<file path="config.mk">
export PLATFORM = sky130hd
export DESIGN_NAME = led_port_top
export DESIGN_NICKNAME = d
export VERILOG_FILES = /design/src/hw/led_port_pkg.sv /design/src/hw/port_drive.sv /design/src/hw/led_port_top.sv
export SDC_FILE = /design/constraint.sdc
export NUM_CORES = 1
export LEC_CHECK = 0
export BUFFER_PORTS_ARGS = -buffer_cell sky130_fd_sc_hd__buf_2
export CAP_MARGIN = 20
export CORE_MARGIN = 4
export CORE_UTILIZATION = 53
export CTS_BUF_LIST = sky130_fd_sc_hd__clkbuf_2
export DETAILED_ROUTE_END_ITERATION = 10
export PLACE_DENSITY_LB_ADDON = 0.12
export SYNTH_ARGS = -nofsm -noshare
export SYNTH_HDL_FRONTEND = slang
export SYNTH_SLANG_ARGS = --single-unit
</file>
<file path="constraint.sdc">
create_clock -name REF_CLK -period 2.57 [get_ports REF_CLK]
set_input_delay 0.3855 -clock REF_CLK [delete_from_list [all_inputs] [get_ports REF_CLK]]
set_output_delay 0.3855 -clock REF_CLK [all_outputs]
set_load 0.1 [all_outputs]
</file>
<file path="src/hw/led_port_pkg.sv">
package led_port_pkg;

  // ----------------------------------------------------------------
  // Register indices (byte address is four times the index)
  // ----------------------------------------------------------------
  localparam logic [4:0] IDX_PORT0    = 5'h00;
  localparam logic [4:0] IDX_PORT9    = 5'h09;
  localparam logic [4:0] IDX_GRP_ALL  = 5'h0A;
  localparam logic [4:0] IDX_GRP_LO   = 5'h0B;
  localparam logic [4:0] IDX_GRP_MID  = 5'h0C;
  localparam logic [4:0] IDX_GRP_HI   = 5'h0D;
  localparam logic [4:0] IDX_IN_LOW   = 5'h0E;
  localparam logic [4:0] IDX_IN_HIGH  = 5'h0F;
  localparam logic [4:0] IDX_CONFIG   = 5'h10;

  // ----------------------------------------------------------------
  // Configuration register fields
  // ----------------------------------------------------------------
  localparam int CFG_RUN     = 0;
  localparam int CFG_CSRUN   = 1;
  localparam int CFG_RAMP    = 2;
  localparam int CFG_FADE    = 3;
  localparam int CFG_HOLD    = 4;
  localparam int CFG_STAGGER = 5;
  localparam int CFG_OSC     = 7;
  localparam logic [7:0] CFG_WR_MASK = 8'hA6;
  localparam logic [7:0] CFG_RST_INT = 8'h00;
  localparam logic [7:0] CFG_RST_EXT = 8'h80;

  // ----------------------------------------------------------------
  // Port level codes and reset value
  // ----------------------------------------------------------------
  localparam logic [7:0] LVL_LOW     = 8'h00;
  localparam logic [7:0] LVL_INPUT   = 8'h01;
  localparam logic [7:0] LVL_SINK    = 8'h02;
  localparam logic [7:0] LVL_PWM_MIN = 8'h03;
  localparam logic [7:0] LVL_HIZ     = 8'hFF;
  localparam logic [7:0] LVL_RST     = 8'hFF;

  // ----------------------------------------------------------------
  // Timing
  // ----------------------------------------------------------------
  localparam int CLK_HZ       = 100000000;
  localparam int OSC_HZ       = 32000;
  localparam int OSC_TICK_CYC = CLK_HZ / OSC_HZ;
  localparam logic [7:0] PWM_LAST     = 8'hFF;
  localparam logic [7:0] STAGGER_STEP = 8'h20;
  localparam logic [2:0] SEQ_PERIODS  = 3'h4;

  typedef enum logic [2:0] {ST_SHUT, ST_HOLD, ST_FADE, ST_RAMP, ST_RUN} mode_t;

endpackage

</file>
<file path="src/hw/port_drive.sv">
`timescale 1ns/1ns
module port_drive
  import led_port_pkg::*;
(
  input  wire logic       clk,
  input  wire logic       arst_n,
  input  wire logic [7:0] level,
  input  wire logic [7:0] phase,
  input  wire logic       drive_en,
  output logic            sink_r,
  output logic            pull_r
);

  logic sink_nxt;
  logic pull_nxt;

  // Decode level code into sink and open-drain pull-down
  always_comb
  begin
    pull_nxt = (level == LVL_LOW);
    sink_nxt = 1'b0;
    if (drive_en)
    begin
      if (level == LVL_SINK)
        sink_nxt = 1'b1;
      else if (level >= LVL_PWM_MIN && level != LVL_HIZ)
        sink_nxt = (phase < level);
    end
  end

  // Output flops
  always_ff @(posedge clk or negedge arst_n)
  begin
    if (!arst_n)
    begin
      sink_r <= 1'b0;
      pull_r <= 1'b0;
    end
    else
    begin
      sink_r <= sink_nxt;
      pull_r <= pull_nxt;
    end
  end

endmodule

</file>
<file path="src/hw/led_port_top.sv">
// What this block does
// - Run write during hold-off or fade-off aborts it and returns to run at once
// - Run clear read-back shows shutdown, fade-off or hold-off via status bits
// - Run set read-back shows ramp-up bit while ramping, zero in steady run
// - Stagger bit clear: all PWM ports in phase; set: phases offset
// - Bit seven clear: pin drives serial data, internal clock; set: pin is clock input
// - Port value one makes the port high impedance and a logic input
// - Input read returns pin level for input ports, zero for all others
// - Input registers are read-only; writes to them change nothing
// - Lower input register holds ports seven to zero, one per bit
// - Upper input register holds ports nine and eight in bits one and zero
// - Ten 8-bit port registers at consecutive addresses, one per port
// - Group addresses store one value into several port registers at once
// - Constant-current port sinks statically or PWM from 3 to 254 of 256
// - Variant parameter picks internal or external PWM clock at reset
// - Codes: 00 low, 01 input, 02 sink, 03-FE PWM, FF high impedance
// - PWM period is 256 PWM clock cycles
// - Stagger offsets ports in steps of 32 counts
// - Group 0A all, 0B ports 0-3, 0C 4-7, 0D 8-9; read gives lowest
//
// The APB register port is this design's own decision.
`timescale 1ns/1ns
module led_port_top
  import led_port_pkg::*;
#(
  parameter bit EXT_CLK_DEFAULT = 1'b0
)
(
  input  wire logic        REF_CLK,
  input  wire logic        ARST_N,
  input  wire logic        PSEL,
  input  wire logic        PENABLE,
  input  wire logic        PWRITE,
  input  wire logic [7:0]  PADDR,
  input  wire logic [31:0] PWDATA,
  output logic [31:0]      PRDATA,
  output logic             PREADY,
  output logic             PSLVERR,
  input  wire logic [9:0]  PORT_I,
  output logic [9:0]       PORT_O,
  output logic [9:0]       PORT_OE,
  output logic [9:0]       PORT_SINK,
  input  wire logic        SER_DOUT,
  input  wire logic        DOUT_OSC_I,
  output logic             DOUT_OSC_O,
  output logic             DOUT_OSC_OE
);

  // ----------------------------------------------------------------
  // Helpers
  // ----------------------------------------------------------------
  function automatic logic [4:0] reg_idx(input logic [7:0] a);
    reg_idx = a[6:2];
  endfunction

  function automatic logic addr_ok(input logic [7:0] a);
    addr_ok = (a[1:0] == 2'b00) && !a[7] && (reg_idx(a) <= IDX_CONFIG);
  endfunction

  function automatic logic [7:0] phase_off(input int n, input logic stag);
    phase_off = stag ? 8'((n % 8) * 32) : 8'h00;
  endfunction

  localparam logic [7:0] CFG_RST = EXT_CLK_DEFAULT ? CFG_RST_EXT : CFG_RST_INT;
  localparam logic [11:0] DIV_LAST = 12'(OSC_TICK_CYC - 1);

  // ----------------------------------------------------------------
  // State
  // ----------------------------------------------------------------
  logic [7:0]  level_r [10];
  logic [7:0]  level_nxt [10];
  logic [7:0]  cfg_r, cfg_nxt;
  mode_t       mode_r, mode_nxt;
  logic [2:0]  seq_r, seq_nxt;
  logic [7:0]  pwm_r, pwm_nxt;
  logic [11:0] div_r, div_nxt;
  logic [2:0]  osc_sync_r, osc_sync_nxt;
  logic [9:0]  pin_s1_r, pin_s2_r;
  logic        pready_r, pready_nxt;
  logic        perr_r, perr_nxt;
  logic [31:0] prdata_r, prdata_nxt;
  logic        dout_r, dout_nxt;
  logic        doe_r, doe_nxt;
  logic [9:0]  pin_o_r;
  logic [4:0]  idx;
  logic        wr_done, tick, period_end;
  logic        wr_cfg;
  logic [9:0]  in_vec;
  logic [7:0]  cfg_rd;
  logic [7:0]  phase [10];
  logic        drive_en;

  assign idx        = reg_idx(PADDR);
  assign wr_done    = PSEL && PENABLE && pready_r && PWRITE && addr_ok(PADDR);
  assign wr_cfg     = wr_done && (idx == IDX_CONFIG);
  assign tick       = cfg_r[CFG_OSC] ? (osc_sync_r[1] && !osc_sync_r[2]) : (div_r == DIV_LAST);
  assign period_end = tick && (pwm_r == PWM_LAST);
  assign drive_en   = (mode_r != ST_SHUT);

  // ----------------------------------------------------------------
  // Input pins and status views
  // ----------------------------------------------------------------
  // Mask pin levels to ports set as logic inputs
  always_comb
  begin
    for (int n = 0; n < 10; n++)
      in_vec[n] = (level_r[n] == LVL_INPUT) && pin_s2_r[n];
  end

  // Configuration read-back with live status
  always_comb
  begin
    cfg_rd = 8'h00;
    cfg_rd[CFG_OSC]     = cfg_r[CFG_OSC];
    cfg_rd[CFG_STAGGER] = cfg_r[CFG_STAGGER];
    cfg_rd[CFG_CSRUN]   = cfg_r[CFG_CSRUN];
    cfg_rd[CFG_HOLD]    = (mode_r == ST_HOLD);
    cfg_rd[CFG_FADE]    = (mode_r == ST_FADE);
    cfg_rd[CFG_RAMP]    = (mode_r == ST_RAMP);
    cfg_rd[CFG_RUN]     = (mode_r == ST_RUN) || (mode_r == ST_RAMP);
  end

  // ----------------------------------------------------------------
  // APB slave: one wait state, registered answer
  // ----------------------------------------------------------------
  always_comb
  begin
    pready_nxt = PSEL && PENABLE && !pready_r;
    perr_nxt   = pready_nxt && !addr_ok(PADDR);
    prdata_nxt = 32'h0000_0000;
    if (pready_nxt && !PWRITE && addr_ok(PADDR))
    begin
      if (idx <= IDX_PORT9)
        prdata_nxt[7:0] = level_r[idx[3:0]];
      else
        unique case (idx)
          IDX_GRP_ALL, IDX_GRP_LO: prdata_nxt[7:0] = level_r[0];
          IDX_GRP_MID:             prdata_nxt[7:0] = level_r[4];
          IDX_GRP_HI:              prdata_nxt[7:0] = level_r[8];
          IDX_IN_LOW:              prdata_nxt[7:0] = in_vec[7:0];
          IDX_IN_HIGH:             prdata_nxt[7:0] = {6'h00, in_vec[9:8]};
          default:                 prdata_nxt[7:0] = cfg_rd;
        endcase
    end
  end

  // ----------------------------------------------------------------
  // Port level registers and group writes
  // ----------------------------------------------------------------
  always_comb
  begin
    for (int n = 0; n < 10; n++)
    begin
      level_nxt[n] = level_r[n];
      if (wr_done)
      begin
        if (idx == 5'(n))
          level_nxt[n] = PWDATA[7:0];
        if (idx == IDX_GRP_ALL)
          level_nxt[n] = PWDATA[7:0];
        if (idx == IDX_GRP_LO && n < 4)
          level_nxt[n] = PWDATA[7:0];
        if (idx == IDX_GRP_MID && n >= 4 && n < 8)
          level_nxt[n] = PWDATA[7:0];
        if (idx == IDX_GRP_HI && n >= 8)
          level_nxt[n] = PWDATA[7:0];
      end
    end
  end

  // ----------------------------------------------------------------
  // Configuration and power mode sequence
  // ----------------------------------------------------------------
  always_comb
  begin
    cfg_nxt  = cfg_r;
    mode_nxt = mode_r;
    seq_nxt  = seq_r;
    if (wr_cfg)
      cfg_nxt = (PWDATA[7:0] & CFG_WR_MASK);
    if (mode_r inside {ST_HOLD, ST_FADE, ST_RAMP} && period_end)
      seq_nxt = seq_r + 3'h1;
    if (wr_cfg)
    begin
      seq_nxt = 3'h0;
      unique case (mode_r)
        ST_SHUT:
          if (PWDATA[CFG_RUN])
            mode_nxt = PWDATA[CFG_RAMP] ? ST_RAMP : ST_RUN;
        ST_HOLD, ST_FADE:
          if (PWDATA[CFG_RUN])
            mode_nxt = ST_RUN;
        ST_RAMP, ST_RUN:
          if (!PWDATA[CFG_RUN])
            mode_nxt = ST_HOLD;
      endcase
    end
    else if (period_end && seq_r == SEQ_PERIODS - 3'h1)
    begin
      seq_nxt = 3'h0;
      unique case (mode_r)
        ST_HOLD: mode_nxt = ST_FADE;
        ST_FADE: mode_nxt = ST_SHUT;
        ST_RAMP: mode_nxt = ST_RUN;
        default: mode_nxt = mode_r;
      endcase
    end
  end

  // ----------------------------------------------------------------
  // PWM clock, counter and shared pin
  // ----------------------------------------------------------------
  always_comb
  begin
    osc_sync_nxt = {osc_sync_r[1:0], DOUT_OSC_I};
    div_nxt      = (div_r == DIV_LAST) ? 12'h000 : div_r + 12'h001;
    pwm_nxt      = tick ? pwm_r + 8'h01 : pwm_r;
    dout_nxt     = SER_DOUT;
    doe_nxt      = !cfg_r[CFG_OSC];
  end

  // Per-port phase with optional stagger
  always_comb
  begin
    for (int n = 0; n < 10; n++)
      phase[n] = pwm_r + phase_off(n, cfg_r[CFG_STAGGER]);
  end

  // ----------------------------------------------------------------
  // Registers
  // ----------------------------------------------------------------
  always_ff @(posedge REF_CLK or negedge ARST_N)
  begin
    if (!ARST_N)
    begin
      for (int n = 0; n < 10; n++)
        level_r[n] <= LVL_RST;
      cfg_r      <= CFG_RST;
      mode_r     <= ST_SHUT;
      seq_r      <= 3'h0;
      pwm_r      <= 8'h00;
      div_r      <= 12'h000;
      osc_sync_r <= 3'h0;
      pin_s1_r   <= 10'h000;
      pin_s2_r   <= 10'h000;
      pready_r   <= 1'b0;
      perr_r     <= 1'b0;
      prdata_r   <= 32'h0000_0000;
      dout_r     <= 1'b0;
      doe_r      <= 1'b0;
      pin_o_r    <= 10'h000;
    end
    else
    begin
      level_r    <= level_nxt;
      cfg_r      <= cfg_nxt;
      mode_r     <= mode_nxt;
      seq_r      <= seq_nxt;
      pwm_r      <= pwm_nxt;
      div_r      <= div_nxt;
      osc_sync_r <= osc_sync_nxt;
      pin_s1_r   <= PORT_I;
      pin_s2_r   <= pin_s1_r;
      pready_r   <= pready_nxt;
      perr_r     <= perr_nxt;
      prdata_r   <= prdata_nxt;
      dout_r     <= dout_nxt;
      doe_r      <= doe_nxt;
      pin_o_r    <= 10'h000;
    end
  end

  // ----------------------------------------------------------------
  // Port drivers
  // ----------------------------------------------------------------
  for (genvar g = 0; g < 10; g++)
  begin : gen_port
    port_drive u_drv (
      .clk      (REF_CLK),
      .arst_n   (ARST_N),
      .level    (level_r[g]),
      .phase    (phase[g]),
      .drive_en (drive_en),
      .sink_r   (PORT_SINK[g]),
      .pull_r   (PORT_OE[g])
    );
  end

  assign PRDATA      = prdata_r;
  assign PREADY      = pready_r;
  assign PSLVERR     = perr_r;
  assign PORT_O      = pin_o_r;
  assign DOUT_OSC_O  = dout_r;
  assign DOUT_OSC_OE = doe_r;
endmodule

</file>
**After elaboration in Yosys (flattened, before gate mapping)**

Cells that the tools add are included.

- Shift-type cells: 0
- Divide/modulo/power cells: 0
- Add/subtract/negate cells: 10
- Eq/ne operators: 56
- Reductions and logical operators: 84
- Order comparisons: 23
- Bitwise gates (word level): 1
- Multipliers: 0
- Muxes and demuxes: 86

Operator list:

| cell | number |
|---|---|
| $mux W8 | 38 |
| $eq A8 B1 Y1 const B | 10 |
| $eq A8 B2 Y1 const B | 10 |
| $ge A8 B2 Y1 const B | 10 |
| $logic_not A8 Y1 | 10 |
| $lt A8 B8 Y1 | 10 |
| $ne A8 B8 Y1 const B | 10 |
| $eq A5 B4 Y1 const B | 8 |
| $pmux W8 S5 | 1 |
| $reduce_bool A3 Y1 | 13 |
| $logic_and A1 B1 Y1 | 35 |
| $add A8 B8 Y8 | 4 |
| $bmux W8 S4 | 1 |
| $mux W1 | 31 |
| $mux W3 | 9 |
| $eq A5 B3 Y1 const B | 4 |
| $reduce_and A2 Y1 | 10 |
| $pmux W3 S3 | 2 |
| $add A8 B7 Y8 | 2 |
| $mux W7 | 2 |
| $add A12 B1 Y12 const B | 1 |
| $eq A12 B12 Y1 const B | 1 |
| $mux W12 | 1 |
| $eq A5 B2 Y1 const B | 2 |
| other kinds (24) | 35 |

- Bits of input ports: 57
- Word-level logic and storage cells: 303
- Register bits after elaboration: 165
- ROM bits: 0
- Memories: 0
- Latch bits: 0
- Bits in writable memories: 0

**Longest topological paths before layout**

Gate-level depths: netlist (run 1).

- Word-level depth: 8
- Mapped depth: 9
- Depth with buffers taken out: 9

**Modules after synthesis**

From an unflattened synthesis (run 1), not the netlist that was laid out.

- Cell total of the unflattened synthesis: 926
- Area total of the unflattened synthesis: 10,202.3 µm²

By module, submodules not included:

| module | instances | cells each | sequential area each (µm²) | area each (µm²) |
|---|---|---|---|---|
| led_port_top | 1 | 586 | 3,703.6 | 7,374.6 |
| port_drive | 10 | 34 | 50.0 | 282.8 |

**Worst setup path after synthesis (run 1)**

No wires, ideal clock.

- Kind: reg2reg
- From: register pwm_r[5]
- To: register gen_port[7].u_drv.sink_r
- Path slack: 325 ps
- Arrival time: 2,118 ps
- Setup time: 127 ps
- Period minus slack after synthesis: 2,245 ps
- Data required time: 2,443 ps
- Stages on the path, launching flop included: 10
- Cell sequence: dfrtp_1 -> ha_1 -> inv_1 -> fa_1 -> xnor2_1 -> xnor2_1 -> ha_1 -> nand4_1 -> o31ai_1 -> a21oi_1

- Cells in the longest elaborated chain, start to end: 5

Ends and longest elaborated chain:

| item | RTL line | text |
|---|---|---|
| start: declaration | led_port_top.sv:75 | `logic [7:0] pwm_r, pwm_nxt;` |
| start signal: assignment | led_port_top.sv:259 | `pwm_r <= pwm_nxt;` |
| $add A8 B8 Y8 | led_port_top.sv:226 | `phase[n] = pwm_r + phase_off(n, cfg_r[CFG_STAGGER]);` |
| $lt A8 B8 Y1 | port_drive.sv:27 | `sink_nxt = (phase < level);` |
| $mux W1 | port_drive.sv:26 | `else if (level >= LVL_PWM_MIN && level != LVL_HIZ)` |
| $mux W1 | port_drive.sv:24 | `if (level == LVL_SINK)` |
| $mux W1 | port_drive.sv:22 | `if (drive_en)` |
| via gen_port[7].u_drv.sink_nxt | port_drive.sv:14 | `logic sink_nxt;` |
| end signal: assignment | port_drive.sv:41 | `sink_r <= sink_nxt;` |
| end: declaration | port_drive.sv:10 | `output logic sink_r,` |

The timed path passes the listed nets, and every way through them passes these cells.
A chain may end at the register's enable or synchronous reset.

**Worst setup path in the final report (run 1)**

- From: register cfg_r[5]
- To: register gen_port[7].u_drv.sink_r

- Cells in the longest elaborated chain, start to end: 6

Ends and longest elaborated chain:

| item | RTL line | text |
|---|---|---|
| start: declaration | led_port_top.sv:72 | `logic [7:0] cfg_r, cfg_nxt;` |
| start signal: assignment | led_port_top.sv:256 | `cfg_r <= cfg_nxt;` |
| $mux W8 | led_port_top.sv:61 | `phase_off = stag ? 8'((n % 8) * 32) : 8'h00;` |
| $add A8 B8 Y8 | led_port_top.sv:226 |  |
| $lt A8 B8 Y1 | port_drive.sv:27 |  |
| $mux W1 | port_drive.sv:26 |  |
| $mux W1 | port_drive.sv:24 |  |
| $mux W1 | port_drive.sv:22 |  |
| via gen_port[7].u_drv.sink_nxt | port_drive.sv:14 |  |

The timed path passes the listed nets, and every way through them passes these cells.

==> flow_results.org, run 1 <==
** Status
- Run status :: finished, final reports clean

** Global route
- Number of antenna violations at the first check in global routing :: 3
- The via count of the first global-routing pass came to 7405.
- Global routing used 26.0% of the available tracks across all layers.
- Entering global routing, the biggest net connects 59 pins.
- The first global-routing pass estimated 42900 um of wire.
- Residual overflow from global routing :: 0

** Final layout
- After routing the design area is 11100 um^2.
- The final layout contains 1190 nets.
- Commonest non-fill, non-tap cell in the layout :: sky130_fd_sc_hd__dfrtp_1
- Filler cell count in the final layout :: 1661
- Fraction of final layout cells sized beyond drive strength 1 :: 28.4%
- Compared with the post-synthesis result, the final layout area differs by 9.12%.
- Multi-input gate area :: 5180 um^2
- In the layout the commonest cells are sky130_fd_sc_hd__dfrtp_1, sky130_fd_sc_hd__inv_1, sky130_fd_sc_hd__dfstp_2.
- Combined flip-flop and latch cell area :: 4210 um^2
- Fin util :: 59.0%

** Timing
- For the pin with the worst max-slew slack, the measured transition is 770 ps.
- The number of max-slew violations in the final report was 0.
- Setup violations remaining at the end of the flow were counted as 0.
- Setup slack closes at 118 ps.
- Worst hold slack across all endpoints :: 82.5 ps
- Clock period minus worst slack :: 2450 ps
- In the finished design, the share of the clock period the worst path needs comes to 95.4%.
- Max_slew headroom :: 48.7%
- Setup total negative slack on the finished layout was measured at 0 ps.
- Hold Fails Final Rpt :: 0
- Timing would allow up to 408 MHz.
- Clock skew on the completed layout was measured at 52.2 ps.

** Synthesis
- Number of enable-type register cells in the synthesized netlist :: 0
- In the synthesized netlist the dominant register cell turns out to be sky130_fd_sc_hd__dfrtp_1.
- Summing every instance area after synthesis gives 10100 um^2.
- Share of synthesized area occupied by flip-flops and latches :: 41.5%
- Avg Inst Size Synth :: 10.4 um^2
- After synthesis the netlist holds a flip-flop and latch count of 164.
- Counting every instance in the synthesized netlist gives 972.
- The synthesized netlist contains 60 unique library cells.
- Synth Warn # :: 0
- After synthesis, the share of flip-flops with an asynchronous set or reset is 100%.

** Setup path
- Slowest cell delay on critical path :: 470 ps
- The kind of cell with the highest combined delay along the critical path is adder cells.
- Required time of the worst setup path :: 3270 ps
- Worst Setup End Kind :: flop
- Setup Crit Path Kind :: flop to flop
- Counting stages on the worst path, the most repeated cell is sky130_fd_sc_hd__ha_1.
- Traced cell by cell, the critical path runs through ha_1, inv_1, fa_1, xnor2_2, xnor2_1, ha_1, a211oi_1, o31ai_1, a21oi_1.
- Of all nets on the critical path, the largest fanout is 5.
- Counting both buffers and inverters, the worst setup path holds a total of 1.
- Data arrival time of the critical path :: 3150 ps
- The slowest stage of the critical path belongs to the cell sky130_fd_sc_hd__dfrtp_2.
- STA classifies the critical path startpoint as a flop.

** Power and ir drop
- Of the total power, the clock network draws 21.7%.
- Summed over all nets, the switching power comes to 2.49 mW.
- Reported leakage power :: 5.03 nW
- Power per standard cell area :: 578 nW/um^2
- Combinational fraction of design power :: 34.0%
- Portion of total power attributed to sequential cells :: 44.2%
- Power Internal :: 3.90 mW
- Net Sw Frac :: 39.0%
- IR analysis of the VDD net gives a maximum drop of 400 uV.

** Detailed routing
- Summing over every cut layer, the via total after detailed routing is 7702.
- Wire length after detailed routing :: 27700 um
- For this run, the detailed router's first-pass iteration total came to 6.
- Detail-routed via count per cell :: 5.91
- Post-detailed-route count of antenna-violating nets :: 0
- Number of DRC markers after the initial detailed-route iteration :: 692
- After detailed routing, the average wire length per cell comes to 21.3 um.
- Post-route DRC violation count :: 0

** CTS
- After clock tree synthesis, the clock-pin slew on the worst setup and hold paths is 260 ps.
- The H-tree was split into 4 levels.
- Counting along the longest clock path gives a buffer depth of 2.
- Cell at the root of the clock tree :: sky130_fd_sc_hd__clkbuf_2
- Post-CTS Setup Bufs :: 0
- For the worst-skew pair, the clock arrives at the later sink with an insertion delay of 750 ps.
- The clock net in this run drives a total of 164 sinks.
- Num CTS Buffers :: 17
- TritonCTS built the clock tree.

** Min path
- The path class of the tightest hold or removal check is primary input to flop.

** Floorplanning
- Overall die area :: 21400 um^2
- The floorplan step defined a core boundary enclosing 18800 um^2.
- Top-Level Pins :: 123
- Starting utilization of the core area :: 54.0%
- The floorplan step set the die width to 146 um.
- The floorplan has 50 rows.
- Height of the die :: 146 um

** Placement
- Area post-placement :: 10600 um^2
- Final HPWL DP :: 19800 um
- Timing analysis after detailed placement gives a worst setup slack of 73.2 ps.
- Number of buffers inserted by port buffering :: 64
- The congestion estimate from routability-driven global placement came to 0.948.

** Run
- Max-Cap Viols :: 0
[tightest hold or removal path, delay by kind of cell]
kind | cells | cell delay, ps
AND/OR/NAND/NOR | 1 | 210
buffers and inverters | 1 | 110
AO/OA/AOI/OAI | 1 | 60
[layout make-up]
class | instances | area share (%)
inverter | 83 | 2.82
antenna | 1 | 0.0226
clock inverter | 13 | 1.23
tap | 234 | 2.65
clock buffer | 19 | 0.859
timing repair buffer | 118 | 7.56
sequential | 164 | 38.0
multi-input combinational | 671 | 46.9
[registers in the layout, indices dropped and copies added (netlist names), 8 cells and up]
| name | flops |
|---|---|
| level_r | 80 |
| div_r | 12 |
| gen_port.u_drv.pull_r | 10 |
| gen_port.u_drv.sink_r | 10 |
| pin_s1_r | 10 |
| pin_s2_r | 10 |
| PRDATA | 8 |
| pwm_r | 8 |
[path summary, 6_finish.rpt]
path / start / end / slack, ps / cells past startpoint
setup reg to reg: cfg_r[5] / gen_port[7].u_drv.sink_r / 120 / 9
hold reg to reg: pin_s1_r[6] / pin_s2_r[6] / 380 / 0
setup / recovery: cfg_r[5] / gen_port[7].u_drv.sink_r / 120 / 9
max in group asynchronous: ARST_N / level_r[24] / 1630 / 3
min in group asynchronous: ARST_N / seq_r[2] / 160 / 2
hold / removal: PWRITE / PRDATA[0] / 80 / 3
[synth_stat cells (all sizes together) (4+ instances only)]
cell type / number / area share (%)
a21oi: 29 / 1.4
clkbuf: 15 / 0.56
nor2: 59 / 2.2
o211ai: 7 / 0.57
o21ai: 31 / 1.6
a211oi: 10 / 0.74
inv: 81 / 3.0
nor3: 20 / 1.1
or3: 8 / 0.49
mux2: 66 / 7.3
a221o: 4 / 0.39
o22ai: 6 / 0.37
mux2i: 31 / 3.1
xor2: 12 / 1.0
a21o: 24 / 1.8
nand2b: 13 / 0.80
dfrtp: 84 / 21
nor4: 15 / 1.1
dfstp: 80 / 21
xnor2: 12 / 1.0
nand4: 43 / 2.7
o211a: 4 / 0.39
nor2b: 13 / 0.80
mux4: 16 / 3.6
o2111ai: 4 / 0.35
ha: 77 / 9.5
nand3: 30 / 1.6
buf: 72 / 5.1
nand3b: 8 / 0.59
o221ai: 7 / 0.60
o31ai: 4 / 0.30
nand2: 56 / 2.1
[per-stage QoR]
stage	std cells	power, mW
finish	1303	6.39
global route	1303	6.77
detailed placement	1248	5.00
floorplan	1005	4.43
CTS	1302	6.43
global placement	1248	4.96
[kinds of logic after synthesis]
kind of cell | after synthesis | synth area share, %
buf+inv | 170 | 8.71
compound gates | 142 | 9.59
flops | 164 | 41.5
fa+ha+maj | 78 | 9.70
other cells | 1 | 0.0370
simple gates | 280 | 14.5
xor+xnor | 24 | 2.07
mux | 113 | 13.9
[what timing repair did]
item / in CTS / in global routing
setup endpoints to repair: 0 / 1
gates resized for setup: 0 / 2
hold buffers: 22 / 0
hold endpoints to repair: 93 / 0
[layer usage]
metal / vias to the layer above / global-route usage [%] / share of wire, %
met5: - / 0 / 0.043
met3: 55 / 6.05 / 7.9
met1: 3753 / 36.6 / 44
met4: 2 / 7.86 / 3.2
met2: 307 / 40.3 / 45
li1: 3585 / - / -
[power groups by stage]
stage	Sequential [mW]	Clock, mW	Combinational, mW
2_1_floorplan	2.91	0	1.52
6_report	2.83	1.39	2.18
5_1_grt	2.84	1.55	2.38
3_3_place_gp	2.86	0	2.10
3_5_place_dp	2.86	0	2.13
4_1_cts	2.83	1.44	2.17
No activity file was read; power rests on OpenSTA's default activity.
==> run 2: changes to the inputs <==
--- a/config.mk
+++ b/config.mk
@@ -5,6 +5,7 @@
 export SDC_FILE = /design/constraint.sdc
 export NUM_CORES = 1
 export LEC_CHECK = 0
+export ABC_CLOCK_PERIOD_IN_PS = 2570
 export BUFFER_PORTS_ARGS = -buffer_cell sky130_fd_sc_hd__buf_2
 export CAP_MARGIN = 20
 export CORE_MARGIN = 4
@@ -12,6 +13,7 @@
 export CTS_BUF_LIST = sky130_fd_sc_hd__clkbuf_2
 export DETAILED_ROUTE_END_ITERATION = 10
 export PLACE_DENSITY_LB_ADDON = 0.12
+export RECOVER_POWER = 50
 export SYNTH_ARGS = -nofsm -noshare
 export SYNTH_HDL_FRONTEND = slang
 export SYNTH_SLANG_ARGS = --single-unit
==> run 2 against run 1 <==
  * Via count up 0.88%
  * Core utilization fell by 0.17 points
  * Sequential power barely moved
  * Count of clock-buffer cells in the layout unchanged
  * Worst hold slack got worse by 2.6 ps
  * Largest cell class unchanged
  * Largest power group unchanged
==> flow_results.org, run 2 (synthesis gave the netlist of run 1 again) <==
** Global route
- Number of antenna violations at the first check in global routing :: 3 (unchanged)
- The aggregate global-route resource usage came to 26.0% (unchanged).
- The final global-route overflow total came to 0 (unchanged).
- Largest net degree at the start of global routing :: 59 (unchanged)
- The via count of the first global-routing pass came to 7405 (unchanged).
- The first-pass GRT wire length was 42900 um (unchanged).

** Floorplanning
- Chip width :: 146 um (unchanged)
- The total I/O pin count came to 123 (unchanged).
- The height of the chip came to 146 um (unchanged).
- The effective utilization at floorplan is 54.0% (unchanged).
- The placeable core region came to 18800 um^2 (unchanged).
- The floorplan row count was 50 (unchanged).
- Overall die area :: 21400 um^2 (unchanged)

** Detailed routing
- Post-route DRC violation count :: 0 (unchanged)
- Overall via count from detail_route :: 7770 (+0.88%)
- WL per Instance :: 21.3 um (+0.11%)
- Wire length after detailed routing :: 27700 um (+0.11%)
- The first-iteration detailed-routing DRC count is 707 (+2.2%).
- Drt first pass iters :: 7 (+1)
- The post-detailed-route via-to-cell ratio came to 5.96 (+0.88%).
- The remaining antenna violation count after routing came to 0 (unchanged).

** Final layout
- Biggest registers after layout :: level_r: 80 flops, div_r: 12 flops
- The non-filler instance count after layout came to 1303 (unchanged).
- The net total in the final layout is 1190 (unchanged).
- Fraction of final layout cells sized beyond drive strength 1 :: 28.4% (unchanged)
- Filler cell count in the final layout :: 1662 (+0.060%)
- Flip-flop count of the largest register after layout :: 80 (unchanged)
- Most frequent cells in the layout :: sky130_fd_sc_hd__dfrtp_1, sky130_fd_sc_hd__inv_1, sky130_fd_sc_hd__dfstp_2
- The fraction of the core area covered by cells at the end of the flow came to 58.8% (-0.17 points).
- level_r holds more flip-flops than any other register.
- Commonest non-fill, non-tap cell in the layout :: sky130_fd_sc_hd__dfrtp_1
- Compared with the post-synthesis result, the final layout area differs by 8.81%.
- Finished Cell Area :: 11000 um^2 (-0.28%)

** Min path
- The worst hold path terminates at PRDATA[0].
- The tightest min-delay check is of the primary input to flop type.
- The cell depth of the worst min-delay path is 3 (unchanged).
- The startpoint identified for the worst hold timing path is PWRITE.

** Setup path
- The data arrival time of the critical path was 3140 ps (about the same).
- The minimum setup slack among reg-to-reg paths came to 130 ps (about the same).
- Among all stages on the critical path, the largest delay is contributed by sky130_fd_sc_hd__dfrtp_2.
- The maximum net fanout on the critical path is 5 (unchanged).
- By instance count, the cell type seen most on the critical path is sky130_fd_sc_hd__ha_1.
- The startpoint identified for the worst register-to-register timing path is cfg_r[5].
- Setup Crit Path Kind :: flop to flop
- On the critical path the largest part of the delay comes from adder cells.
- The worst register-to-register path ends at gen_port[7].u_drv.sink_r.
- The required arrival time at the worst endpoint was 3280 ps (about the same).
- Slowest cell delay on critical path :: 470 ps (about the same)
- STA classifies the critical path endpoint as a flop.
- The sum of buffers and inverters on the critical path came to 1 (unchanged).
- Kind of start point of the critical path :: flop
- The logic depth of the worst register-to-register path is 9 (unchanged).
- The signal on the critical path passes through ha_1, inv_1, fa_1, xnor2_2, xnor2_1, ha_1, a211oi_1, o31ai_1, a21oi_1.

** Timing
- Total setup violations reported at the end of the flow :: 0 (unchanged)
- Final total negative setup slack :: 0 ps (unchanged)
- The worst-margin pin slew was 1400 ps (+628 ps).
- The fraction of the cycle the final worst path needs is 94.8% (-0.55 points).
- Final-report max-slew violation count :: 0 (unchanged)
- Worst hold slack across all endpoints :: 79.9 ps (-2.63 ps)
- The final worst setup slack was 132 ps (+14.0 ps).
- Clock period minus worst slack :: 2440 ps (-14.0 ps)
- Max_slew headroom :: 6.80% (-42 points)
- Fmax achieved :: 410 MHz (+0.58%)
- Hold Fails Final Rpt :: 0 (unchanged)
- The final setup skew was 54.0 ps (+1.83 ps).

** CTS
- The number of buffers created by CTS came to 17 (unchanged).
- Cell at the root of the clock tree :: sky130_fd_sc_hd__clkbuf_2
- Deepest clock path buffer count :: 2 (unchanged)
- The maximum level of the CTS H-tree was 4 (unchanged).
- Post-CTS Setup Bufs :: 0 (unchanged)
- The clock net sink count was 164 (unchanged).
- Clock-pin slew on the worst setup and hold paths :: 270 ps (about the same)
- Clk_lat worst skew :: 750 ps (about the same)
- TritonCTS built the clock tree.

** Placement
- The half-perimeter wire length after detailed placement is 19800 um (unchanged).
- Setup slack after placement :: 73.2 ps (unchanged)
- Area post-placement :: 10600 um^2 (unchanged)
- Number of buffers inserted by port buffering :: 64 (unchanged)
- The instance count after placement with tap cells included is 1248 (unchanged).
- Gpl congestion :: 0.948 (unchanged)

** Power and ir drop
- Final total power :: 6.39 mW (about the same)
- Reported leakage power :: 5.02 nW (-0.23%)
- Power per standard cell area :: 579 nW/um^2 (+0.23%)
- The highest ir drop seen on vdd was 400 uV (about the same).

** Run
- The number of maximum-capacitance violations was 0 (unchanged).

** Status
- Run status :: finished, final reports clean
run 2: cell count changes in the layout (fill, tap and decap cells not counted), sizes merged:
| cell | change |
|---|---|
| clkbuf | +3 |
| buf | -3 |
run 2: layer usage:
layer | wire [um] | GRT usage, %
met1 | 12200 | 36.6
met5 | 12 | 0
met4 | 779 | 7.86
met2 | 12400 | 40.3
met3 | 2250 | 6.05
run 2: report_power, final:
group	internal [mW]	total [mW]	switching, mW
combinational	0.730	2.17	1.44
clock	0.453	1.39	0.938
sequential	2.71	2.83	0.115
run 2: worst reg2reg max path, cell delays in order (launching register included):
cell and delay (ps):
sky130_fd_sc_hd__dfrtp_2 470, sky130_fd_sc_hd__ha_1 190, sky130_fd_sc_hd__inv_1 70, sky130_fd_sc_hd__fa_1 440, sky130_fd_sc_hd__xnor2_2 250, sky130_fd_sc_hd__xnor2_1 210
sky130_fd_sc_hd__ha_1 310, sky130_fd_sc_hd__a211oi_1 230, sky130_fd_sc_hd__o31ai_1 110, sky130_fd_sc_hd__a21oi_1 150
run 2: how the worst max path moves through the flow:
stage / startpoint / to / slack [ps] / cells after the start
after CTS: cfg_r[5] / gen_port[7].u_drv.sink_r / 60 / 9
after detailed placement: cfg_r[5] / gen_port[7].u_drv.sink_r / 70 / 9
after floorplan: pwm_r[5] / gen_port[7].u_drv.sink_r / 330 / 9
final: cfg_r[5] / gen_port[7].u_drv.sink_r / 130 / 9
after global routing: cfg_r[5] / gen_port[7].u_drv.sink_r / -30 / 9
after global placement: cfg_r[5] / gen_port[7].u_drv.sink_r / 130 / 9
run 2: area by class of cell:
type                       instances  area, um^2  share of cell area (%)
clock inverter                    13         136                    1.24
tap                              234         293                    2.65
clock buffer                      19        95.1                   0.862
sequential                       164        4210                    38.1
multi-input combinational        671        5180                    47.0
inverter                          83         312                    2.82
timing repair buffer             118         806                    7.30
antenna                            1        2.50                  0.0227
run 2: timing repair:
action	CTS	global route
hold endpoints to repair	93	0
setup endpoints to repair	0	1
resized for setup	0	2
hold buffers	22	0
